### src/core/gdcr_defs.vh
// Constants for the pin and datapath configuration register bank.
// Assumes inclusion by bare name from the core folder.
`ifndef GDCR_DEFS_VH
`define GDCR_DEFS_VH
`define GDCR_ADDR_PIN_SETUP   8'h21
`define GDCR_ADDR_PATH_CTRL   8'h22
`define GDCR_RST_PIN_SETUP    8'h00
`define GDCR_RST_PATH_CTRL    8'h00
`define GDCR_BIT_P8_VALUE     7
`define GDCR_BIT_P8_FAR       6
`define GDCR_BIT_P8_DIR       5
`define GDCR_BIT_P8_EN        4
`define GDCR_BIT_P7_VALUE     3
`define GDCR_BIT_P7_FAR       2
`define GDCR_BIT_P7_DIR       1
`define GDCR_BIT_KEEP_LOCAL   7
`define GDCR_BIT_PASSTHRU     6
`define GDCR_BIT_LV_POL       5
`define GDCR_BIT_AUD_BLOCK    4
`define GDCR_BIT_QUAD_OVR     3
`define GDCR_BIT_DEPTH18      2
`define GDCR_BIT_INBAND       1
`define GDCR_BIT_QUAD_EN      0
`define GDCR_MODE_FUNC_OUT    2'b00
`define GDCR_MODE_GP_OUT      2'b01
`define GDCR_MODE_TRISTATE    2'b10
`define GDCR_MODE_GP_IN       2'b11
`define GDCR_RESP_OKAY        2'b00
`define GDCR_RESP_SLVERR      2'b10
`endif

### src/core/gdcr_pin_ctrl.v
// One general-purpose pin's mode decoder and output driver.
// Assumes remote and pad inputs are already synchronised to the core clock.
`timescale 1ns/10ps
`include "gdcr_defs.vh"
module gdcr_pin_ctrl (
   input  wire       local_value_in,
   input  wire       far_drive_in,
   input  wire       direction_in,
   input  wire       enable_in,
   input  wire       remote_value_in,
   input  wire       func_value_in,
   input  wire       func_oe_in,
   output reg        pin_o_out,
   output reg        pin_oe_out,
   output wire [1:0] mode_out
);
   assign mode_out = {direction_in, enable_in};

   always @* begin
      pin_o_out  = 1'b0;
      pin_oe_out = 1'b0;
      if (far_drive_in) begin
         // Remote control wins over every local mode code.
         pin_o_out  = remote_value_in;
         pin_oe_out = 1'b1;
      end else begin
         case (mode_out)
            `GDCR_MODE_FUNC_OUT: begin
               pin_o_out  = func_value_in;
               pin_oe_out = func_oe_in;
            end
            `GDCR_MODE_GP_OUT: begin
               pin_o_out  = local_value_in;
               pin_oe_out = 1'b1;
            end
            `GDCR_MODE_TRISTATE: begin
               pin_oe_out = 1'b0;
            end
            `GDCR_MODE_GP_IN: begin
               pin_oe_out = 1'b0;
            end
            default: begin
               pin_oe_out = 1'b0;
            end
         endcase
      end
   end
endmodule

### src/core/gdcr_top.v
// Pin seven/eight setup and video/audio datapath control registers on AXI4-Lite.
// Assumes a single core clock; pin and far-end inputs are asynchronous.
//
// Summary of operation
// - Local value drives pin only in general-purpose output mode without remote control.
// - Remote-control bit set makes the pin an output carrying far-end value.
// - Mode code 00 functional, 10 tri-state, 01 GP output, 11 GP input; pin seven has its enable tied low, so only 00 and 10.
// - Override bit set blocks forward-channel loading, keeping local values.
// - Bits six to zero load from far end unless override is set.
// - Pass-through forwards pixels regardless of line-valid strobe.
// - Polarity bit one means line-valid active low, zero active high.
// - Block bit set keeps packetized audio off the video pins.
// - Four-channel override set takes enable from bit zero, else forced off.
// - Depth bit one selects 18-bit video, zero selects 24-bit.
// - Transport bit one selects in-band, zero data-island audio.
// - Four-channel enable bit turns four-channel audio on or off.
// - Pin setup register at 21h, resets to zero.
// - Datapath control register at 22h, resets to zero.
//
// Decided for this implementation: register access over AXI4-Lite.
`timescale 1ns/10ps
`include "gdcr_defs.vh"
module gdcr_top (
   input  wire        CORE_CLK_IN,
   input  wire        NRST_IN,
   input  wire [7:0]  S_AXI_AWADDR_IN,
   input  wire        S_AXI_AWVALID_IN,
   output wire        S_AXI_AWREADY_OUT,
   input  wire [31:0] S_AXI_WDATA_IN,
   input  wire [3:0]  S_AXI_WSTRB_IN,
   input  wire        S_AXI_WVALID_IN,
   output wire        S_AXI_WREADY_OUT,
   output wire [1:0]  S_AXI_BRESP_OUT,
   output wire        S_AXI_BVALID_OUT,
   input  wire        S_AXI_BREADY_IN,
   input  wire [7:0]  S_AXI_ARADDR_IN,
   input  wire        S_AXI_ARVALID_IN,
   output wire        S_AXI_ARREADY_OUT,
   output wire [31:0] S_AXI_RDATA_OUT,
   output wire [1:0]  S_AXI_RRESP_OUT,
   output wire        S_AXI_RVALID_OUT,
   input  wire        S_AXI_RREADY_IN,
   input  wire        FC_LOAD_IN,
   input  wire [6:0]  FC_PATH_VALUE_IN,
   input  wire        FAR_PIN7_VALUE_IN,
   input  wire        FAR_PIN8_VALUE_IN,
   input  wire        FUNC_PIN7_VALUE_IN,
   input  wire        FUNC_PIN7_OE_IN,
   input  wire        FUNC_PIN8_VALUE_IN,
   input  wire        FUNC_PIN8_OE_IN,
   input  wire        PIN7_IN,
   input  wire        PIN8_IN,
   input  wire        LINE_VALID_STROBE_IN,
   output wire        PIN7_OUT,
   output wire        PIN7_OE_OUT,
   output wire        PIN8_OUT,
   output wire        PIN8_OE_OUT,
   output wire        PIN7_SAMPLE_OUT,
   output wire        PIN8_SAMPLE_OUT,
   output reg         PIXEL_ENABLE_OUT,
   output wire        CONTENT_PROT_ENABLE_OUT,
   output wire        AUDIO_ON_VIDEO_OUT,
   output wire        QUAD_AUDIO_OUT,
   output wire        DEPTH_18BIT_OUT,
   output wire        INBAND_AUDIO_OUT
);

////////////////////////////////////////////////////////////////////////////////
// Synchronisers for asynchronous inputs.

   reg [6:0]  fc_val_m_q;
   reg [6:0]  fc_val_s_q;
   reg [2:0]  fc_ld_q;
   reg [1:0]  far_m_q;
   reg [1:0]  far_s_q;
   reg [1:0]  pin_m_q;
   reg [1:0]  pin_s_q;
   reg        lv_m_q;
   reg        lv_s_q;

   always @(posedge CORE_CLK_IN or negedge NRST_IN) begin
      if (!NRST_IN) begin
         fc_val_m_q <= 7'h00;
         fc_val_s_q <= 7'h00;
         fc_ld_q    <= 3'h0;
         far_m_q    <= 2'h0;
         far_s_q    <= 2'h0;
         pin_m_q    <= 2'h0;
         pin_s_q    <= 2'h0;
         lv_m_q     <= 1'b0;
         lv_s_q     <= 1'b0;
      end else begin
         fc_val_m_q <= FC_PATH_VALUE_IN;
         fc_val_s_q <= fc_val_m_q;
         fc_ld_q    <= {fc_ld_q[1:0], FC_LOAD_IN};
         far_m_q    <= {FAR_PIN8_VALUE_IN, FAR_PIN7_VALUE_IN};
         far_s_q    <= far_m_q;
         pin_m_q    <= {PIN8_IN, PIN7_IN};
         pin_s_q    <= pin_m_q;
         lv_m_q     <= LINE_VALID_STROBE_IN;
         lv_s_q     <= lv_m_q;
      end
   end

   // Load event on the rising edge of the synchronised load level; the value
   // bus has settled one cycle before, since the source holds it stable.
   wire fc_load_evt = fc_ld_q[1] & ~fc_ld_q[2];

////////////////////////////////////////////////////////////////////////////////
// AXI4-Lite slave: one write and one read at a time.

   reg        aw_got_q;
   reg        w_got_q;
   reg [7:0]  awaddr_q;
   reg [7:0]  wdata_q;
   reg        wstrb0_q;
   reg        bvalid_q;
   reg [1:0]  bresp_q;
   reg        rvalid_q;
   reg [1:0]  rresp_q;
   reg [7:0]  rdata_q;
   reg [7:0]  pin_setup_q;
   reg [7:0]  path_ctrl_q;

   assign S_AXI_AWREADY_OUT = ~aw_got_q & ~bvalid_q;
   assign S_AXI_WREADY_OUT  = ~w_got_q & ~bvalid_q;
   assign S_AXI_ARREADY_OUT = ~rvalid_q;
   assign S_AXI_BVALID_OUT  = bvalid_q;
   assign S_AXI_BRESP_OUT   = bresp_q;
   assign S_AXI_RVALID_OUT  = rvalid_q;
   assign S_AXI_RRESP_OUT   = rresp_q;
   assign S_AXI_RDATA_OUT   = {24'h000000, rdata_q};

   wire aw_hs = S_AXI_AWVALID_IN & S_AXI_AWREADY_OUT;
   wire w_hs  = S_AXI_WVALID_IN & S_AXI_WREADY_OUT;
   wire aw_ok = aw_got_q | aw_hs;
   wire w_ok  = w_got_q | w_hs;
   wire [7:0] wa   = aw_got_q ? awaddr_q : S_AXI_AWADDR_IN;
   wire [7:0] wd   = w_got_q ? wdata_q : S_AXI_WDATA_IN[7:0];
   wire       ws0  = w_got_q ? wstrb0_q : S_AXI_WSTRB_IN[0];
   wire       do_w = aw_ok & w_ok & ~bvalid_q;
   // Byte addresses: the 21h and 22h words sit at 84h and 88h.
   wire       w_pin  = ({2'b00, wa[7:2]} == `GDCR_ADDR_PIN_SETUP) & (wa[1:0] == 2'b00);
   wire       w_path = ({2'b00, wa[7:2]} == `GDCR_ADDR_PATH_CTRL) & (wa[1:0] == 2'b00);

   always @(posedge CORE_CLK_IN or negedge NRST_IN) begin
      if (!NRST_IN) begin
         aw_got_q <= 1'b0;
         w_got_q  <= 1'b0;
         awaddr_q <= 8'h00;
         wdata_q  <= 8'h00;
         wstrb0_q <= 1'b0;
         bvalid_q <= 1'b0;
         bresp_q  <= `GDCR_RESP_OKAY;
      end else begin
         if (aw_hs) begin
            awaddr_q <= S_AXI_AWADDR_IN;
         end
         if (w_hs) begin
            wdata_q  <= S_AXI_WDATA_IN[7:0];
            wstrb0_q <= S_AXI_WSTRB_IN[0];
         end
         if (do_w) begin
            aw_got_q <= 1'b0;
            w_got_q  <= 1'b0;
            bvalid_q <= 1'b1;
            bresp_q  <= (w_pin | w_path) ? `GDCR_RESP_OKAY : `GDCR_RESP_SLVERR;
         end else begin
            aw_got_q <= aw_got_q | aw_hs;
            w_got_q  <= w_got_q | w_hs;
            if (bvalid_q & S_AXI_BREADY_IN) begin
               bvalid_q <= 1'b0;
            end
         end
      end
   end

////////////////////////////////////////////////////////////////////////////////
// Register bank.

   always @(posedge CORE_CLK_IN or negedge NRST_IN) begin
      if (!NRST_IN) begin
         pin_setup_q <= `GDCR_RST_PIN_SETUP;
         path_ctrl_q <= `GDCR_RST_PATH_CTRL;
      end else begin
         if (do_w & w_pin & ws0) begin
            // The reserved bit zero stays at zero.
            pin_setup_q <= {wd[7:1], 1'b0};
         end
         // A bus write beats a forward-channel load in the same cycle, so that
         // software setting the override is never undone by a late load.
         if (do_w & w_path & ws0) begin
            path_ctrl_q <= wd;
         end else if (fc_load_evt & ~path_ctrl_q[`GDCR_BIT_KEEP_LOCAL]) begin
            path_ctrl_q <= {1'b0, fc_val_s_q};
         end
      end
   end

   wire ar_hs = S_AXI_ARVALID_IN & S_AXI_ARREADY_OUT;

   always @(posedge CORE_CLK_IN or negedge NRST_IN) begin
      if (!NRST_IN) begin
         rvalid_q <= 1'b0;
         rresp_q  <= `GDCR_RESP_OKAY;
         rdata_q  <= 8'h00;
      end else if (ar_hs) begin
         rvalid_q <= 1'b1;
         if (S_AXI_ARADDR_IN[1:0] != 2'b00) begin
            rresp_q <= `GDCR_RESP_SLVERR;
            rdata_q <= 8'h00;
         end else if ({2'b00, S_AXI_ARADDR_IN[7:2]} == `GDCR_ADDR_PIN_SETUP) begin
            rresp_q <= `GDCR_RESP_OKAY;
            rdata_q <= pin_setup_q;
         end else if ({2'b00, S_AXI_ARADDR_IN[7:2]} == `GDCR_ADDR_PATH_CTRL) begin
            rresp_q <= `GDCR_RESP_OKAY;
            rdata_q <= path_ctrl_q;
         end else begin
            rresp_q <= `GDCR_RESP_SLVERR;
            rdata_q <= 8'h00;
         end
      end else if (rvalid_q & S_AXI_RREADY_IN) begin
         rvalid_q <= 1'b0;
      end
   end

////////////////////////////////////////////////////////////////////////////////
// Pin drivers.

   gdcr_pin_ctrl u_pin8 (
      .local_value_in  (pin_setup_q[`GDCR_BIT_P8_VALUE]),
      .far_drive_in    (pin_setup_q[`GDCR_BIT_P8_FAR]),
      .direction_in    (pin_setup_q[`GDCR_BIT_P8_DIR]),
      .enable_in       (pin_setup_q[`GDCR_BIT_P8_EN]),
      .remote_value_in (far_s_q[1]),
      .func_value_in   (FUNC_PIN8_VALUE_IN),
      .func_oe_in      (FUNC_PIN8_OE_IN),
      .pin_o_out       (PIN8_OUT),
      .pin_oe_out      (PIN8_OE_OUT),
      .mode_out        ()
   );

   gdcr_pin_ctrl u_pin7 (
      .local_value_in  (pin_setup_q[`GDCR_BIT_P7_VALUE]),
      .far_drive_in    (pin_setup_q[`GDCR_BIT_P7_FAR]),
      .direction_in    (pin_setup_q[`GDCR_BIT_P7_DIR]),
      .enable_in       (1'b0),
      .remote_value_in (far_s_q[0]),
      .func_value_in   (FUNC_PIN7_VALUE_IN),
      .func_oe_in      (FUNC_PIN7_OE_IN),
      .pin_o_out       (PIN7_OUT),
      .pin_oe_out      (PIN7_OE_OUT),
      .mode_out        ()
   );

   assign PIN7_SAMPLE_OUT = pin_s_q[0];
   assign PIN8_SAMPLE_OUT = pin_s_q[1];

////////////////////////////////////////////////////////////////////////////////
// Datapath controls.

   wire passthru = path_ctrl_q[`GDCR_BIT_PASSTHRU];
   wire lv_act   = lv_s_q ^ path_ctrl_q[`GDCR_BIT_LV_POL];

   always @(posedge CORE_CLK_IN or negedge NRST_IN) begin
      if (!NRST_IN) begin
         PIXEL_ENABLE_OUT <= 1'b0;
      end else begin
         PIXEL_ENABLE_OUT <= passthru | lv_act;
      end
   end

   assign CONTENT_PROT_ENABLE_OUT = ~passthru;
   assign AUDIO_ON_VIDEO_OUT = ~path_ctrl_q[`GDCR_BIT_AUD_BLOCK] & ~passthru;
   // Four channels only when the override lets bit zero through.
   assign QUAD_AUDIO_OUT = path_ctrl_q[`GDCR_BIT_QUAD_OVR]
                         & path_ctrl_q[`GDCR_BIT_QUAD_EN];
   assign DEPTH_18BIT_OUT  = path_ctrl_q[`GDCR_BIT_DEPTH18];
   assign INBAND_AUDIO_OUT = path_ctrl_q[`GDCR_BIT_INBAND];

endmodule

### config.mk
export PLATFORM = sky130hd
export DESIGN_NAME = gdcr_top
export DESIGN_NICKNAME = d
export VERILOG_FILES = /design/src/core/gdcr_pin_ctrl.v /design/src/core/gdcr_top.v
export VERILOG_INCLUDE_DIRS = /design/src /design/src/core
export SDC_FILE = /design/constraint.sdc
export NUM_CORES = 1
export LEC_CHECK = 0
export BUFFER_PORTS_ARGS = -buffer_cell sky130_fd_sc_hd__buf_2
export CELL_PAD_IN_SITES_DETAIL_PLACEMENT = 0
export CELL_PAD_IN_SITES_GLOBAL_PLACEMENT = 1
export CORE_MARGIN = 5
export CORE_UTILIZATION = 25
export CTS_BUF_LIST = sky130_fd_sc_hd__clkbuf_2 sky130_fd_sc_hd__clkbuf_4 sky130_fd_sc_hd__clkbuf_8
export DETAILED_ROUTE_END_ITERATION = 7
export MAX_ROUTING_LAYER = met4
export PLACE_DENSITY_LB_ADDON = 0.1
export SLEW_MARGIN = 25
export SYNTH_ARGS = -nofsm -noshare
export SYNTH_HDL_FRONTEND = slang
export SYNTH_SLANG_ARGS = --single-unit
### constraint.sdc
create_clock -name CORE_CLK_IN -period 2.67 [get_ports CORE_CLK_IN]
set_clock_uncertainty 0.15 [all_clocks]
set_input_delay 0.1335 -clock CORE_CLK_IN [delete_from_list [all_inputs] [get_ports CORE_CLK_IN]]
set_output_delay 0.1335 -clock CORE_CLK_IN [all_outputs]
set_load 0.05 [all_outputs]
==> run metrics <==
minimum clock period=2.261 ns; proportion of total power due to net switching=34.74%; compound-cell area share of the yosys netlist=6.741%; antenna violations before repair=0; Initial DRT Pass Iterations=4; number of maximum-capacitance constraint violations=0; CP max FO=5; total CTS buffers=9; CTS hold repair buffers=36; wire length of the first global-routing pass=11.83 mm; Routability Congestion=0.7280; largest net degree at the start of global routing=75; Min-Delay Path Class=in -> reg; Starting Density=25.21%; via count of the first global-routing pass=2230; slew margin rel.=53.35%; critical path arrival=2.39 ns; standard cell core area=0.01252 sq mm; dominant combinational cell family by area after synthesis=multiplexers; global-route congestion overflow total=0; routed wire length=7.347 mm; Iteration-0 DRC Markers=50; GRT Resource Usage Total=10.94%; number of rows created at floorplan=41; number of slew-limit violations in the final report=0; biggest area contributors in the synthesized netlist=sky130_fd_sc_hd__dfrtp_1, sky130_fd_sc_hd__mux2i_1, sky130_fd_sc_hd__buf_4; pwr dens=828.2 mW/mm^2; critical path launch point type=input pin; Post-Synth Adder-Cell Area=0%; CTS tree=done; synth warn=0; power after layout=3.513 mW; Reg clk slew, reported paths=0.07 ns; logic gate share of total power=29.4%; post-place setup slack=0.4458 ns; fraction of layout cells with a size suffix above 1=31.79%; setup slack after layout=0.4088 ns; remaining antenna violation count after routing=0; average routed wire per standard cell=13.61 um; Post-synth top flop=sky130_fd_sc_hd__dfrtp_1; FF+latch count, synth=74; Post-CTS Setup Inserts=0; WP data required=2.80 ns; area of the die=0.01497 sq mm; highest clock frequency the design can meet=0.4422 GHz; detailed-placement wirelength estimate=5.181 mm; post-synth top area share=58.68%; share of synthesized area spent on multiplexers=17.64%; Register-to-Register Setup Slack=0.50 ns; mean cell area of the mapped netlist=12.99 sq um; Max H-tree Level=3; later-pin clock latency in the skew report=0.36 ns; maximum resistive drop on vdd=0.0003351 V; leakage power figure=1.981 nW; worst-case clock buffer depth=2; number of instances in the synthesized netlist=243; sequential share of the synthesized area=58.68%; number of distinct library cells after synthesis=36; simple-gate share of the synthesized area=7.375%; transition time at the pin with the least slew margin=0.6997 ns; Final Hold Violating Endpoints=0; Critical Path Sink Type=register; sequential power share=43.0%; die boundary width=122.4 um; cts repair resizes=0; Clk network pwr share=27.5%; vias=2100; cell taking the most area after synthesis=sky130_fd_sc_hd__dfrtp_1; area added between synthesis and finish=34.42%; worst setup path class=in -> reg; I/O pin cnt=129; accumulated negative setup slack=0 ns; clock tree root buffer cell=sky130_fd_sc_hd__clkbuf_8; result of the run=complete, no violations; EDFF count, synth=0; Period Utilization, post-route=84.69%; async set-or-reset flop fraction in the synthesized netlist=100.0%; number of sinks driven by the clock tree=74; final setup fails=0; synthesized-area fraction occupied by xor and xnor cells=1.110%; average via count per standard cell=3.889; Internal Power=2.293 mW; number of buffers added on ports=75; Nets=440; number of diodes added for antenna fixing=0; setup repair after global routing missed its margin=false; # DRC=0; mapped cell area=0.003156 sq mm; Die Span Y=122.4 um; power spent charging and discharging nets=1.220 mW
## path summary, 6_finish.rpt
check                      cells past startpoint        endpoint               start
hold reg to reg                                0   fc_val_s_q[3]       fc_val_m_q[3]
setup reg to reg                               5  pin_setup_q[6]            aw_got_q
max in group asynchronous                      2     awaddr_q[5]             NRST_IN
setup / recovery                               7  pin_setup_q[6]  S_AXI_AWADDR_IN[6]
hold / removal                                 3         w_got_q     S_AXI_WVALID_IN
min in group asynchronous                      2      rdata_q[6]             NRST_IN
## worst max-delay path, cell delays in order
cell and delay [ns]:
sky130_fd_sc_hd__dlygate4sd3_1 0.53, sky130_fd_sc_hd__buf_2 0.13, sky130_fd_sc_hd__nor4b_1 0.36, sky130_fd_sc_hd__nand2_1 0.26
sky130_fd_sc_hd__a2111oi_4 0.52, sky130_fd_sc_hd__buf_4 0.27, sky130_fd_sc_hd__mux2i_1 0.19
## cells by family after synthesis
logic type,Yosys count
AOI/OAI and AO/OA,28
xor gates and xnor gates,4
buffers and inverters,43
DFF,74
muxes,53
other,1
and+or+nand+nor,40
## per-stage QoR
step / hold WS (ns) / instances / utilization (%) / instance area (sq um)
floorplan: -0.3121 / 268 / - / 3249
global placement: 0.09239 / 489 / 29.29 / 3666
detailed placement: 0.09333 / 489 / 29.29 / 3666
CTS: 0.005610 / 540 / 33.86 / 4238
global route: 0.03522 / 540 / 33.89 / 4242
finish: 0.02523 / 540 / 33.89 / 4242
## cell type report
| class | instances | area, sq um |
|---|---|---|
| well taps | 172 | 215.2 |
| clock inverters | 3 | 65.06 |
| fillers | 1299 | 8275 |
| flip-flops and latches | 74 | 1852 |
| clock buffers | 12 | 146.4 |
| repair buffers | 117 | 787.0 |
| multi-input cells | 151 | 1135 |
| inverters | 11 | 41.29 |
## flip-flops by register name, indices dropped and copies added, names as in the netlist, 2 cells and up
signal and flops:
awaddr_q 8, far_m_q 2, far_s_q 2, fc_ld_q 3
fc_val_m_q 7, fc_val_s_q 7, path_ctrl_q 8, pin_m_q 2
pin_s_q 2, pin_setup_q 7, rdata_q 8, wdata_q 8
## cells in the final DEF, fill, tap and decap left out, drive strengths merged, types with 8 or more instances in the layout
cell type    count
buf             81
clkbuf          12
conb            26
dfrtp           74
dlygate4sd3     36
inv             11
mux2            18
mux2i           35
nand2           15
nor2             8
o21ai           14
## cell usage after synthesis, types with 2 or more instances
cell / n
sky130_fd_sc_hd__mux2_2: 16
sky130_fd_sc_hd__clkbuf_1: 3
sky130_fd_sc_hd__a31oi_1: 2
sky130_fd_sc_hd__inv_1: 11
sky130_fd_sc_hd__o21ai_1: 2
sky130_fd_sc_hd__nor3b_1: 3
sky130_fd_sc_hd__dfrtp_1: 74
sky130_fd_sc_hd__nor2b_1: 3
sky130_fd_sc_hd__o21ai_0: 12
sky130_fd_sc_hd__xnor2_1: 2
sky130_fd_sc_hd__mux2i_1: 35
sky130_fd_sc_hd__nand2_1: 15
sky130_fd_sc_hd__buf_1: 2
sky130_fd_sc_hd__o21a_1: 3
sky130_fd_sc_hd__nor2_1: 8
sky130_fd_sc_hd__and2_1: 2
sky130_fd_sc_hd__xor2_1: 2
sky130_fd_sc_hd__nor3_1: 2
sky130_fd_sc_hd__buf_4: 27
sky130_fd_sc_hd__a2111oi_4: 2
sky130_fd_sc_hd__o21bai_1: 2
## power by group through the flow
| stage | Clock, mW | Sequential (mW) | Combinational (mW) |
|---|---|---|---|
| after floorplan | 0 | 1.57 | 0.737 |
| after global placement | 0 | 1.53 | 1.00 |
| after detailed placement | 0 | 1.54 | 1.01 |
| after CTS | 1.02 | 1.52 | 1.05 |
| after global routing | 1.07 | 1.55 | 1.13 |
| final | 0.967 | 1.51 | 1.03 |
## routing by layer
metal / vias up / wire length (um) / global-route usage [%] / part of all wire (%)
li1: 1019 / - / - / -
met2: 72 / 3156 / 15.53 / 43
met1: 998 / 3534 / 13.96 / 48
met4: 0 / 161 / 5.668 / 2.2
met5: - / 0 / - / 0
met3: 11 / 495 / 3.456 / 6.7
Note: power is estimated with default switching activity, not from simulation.
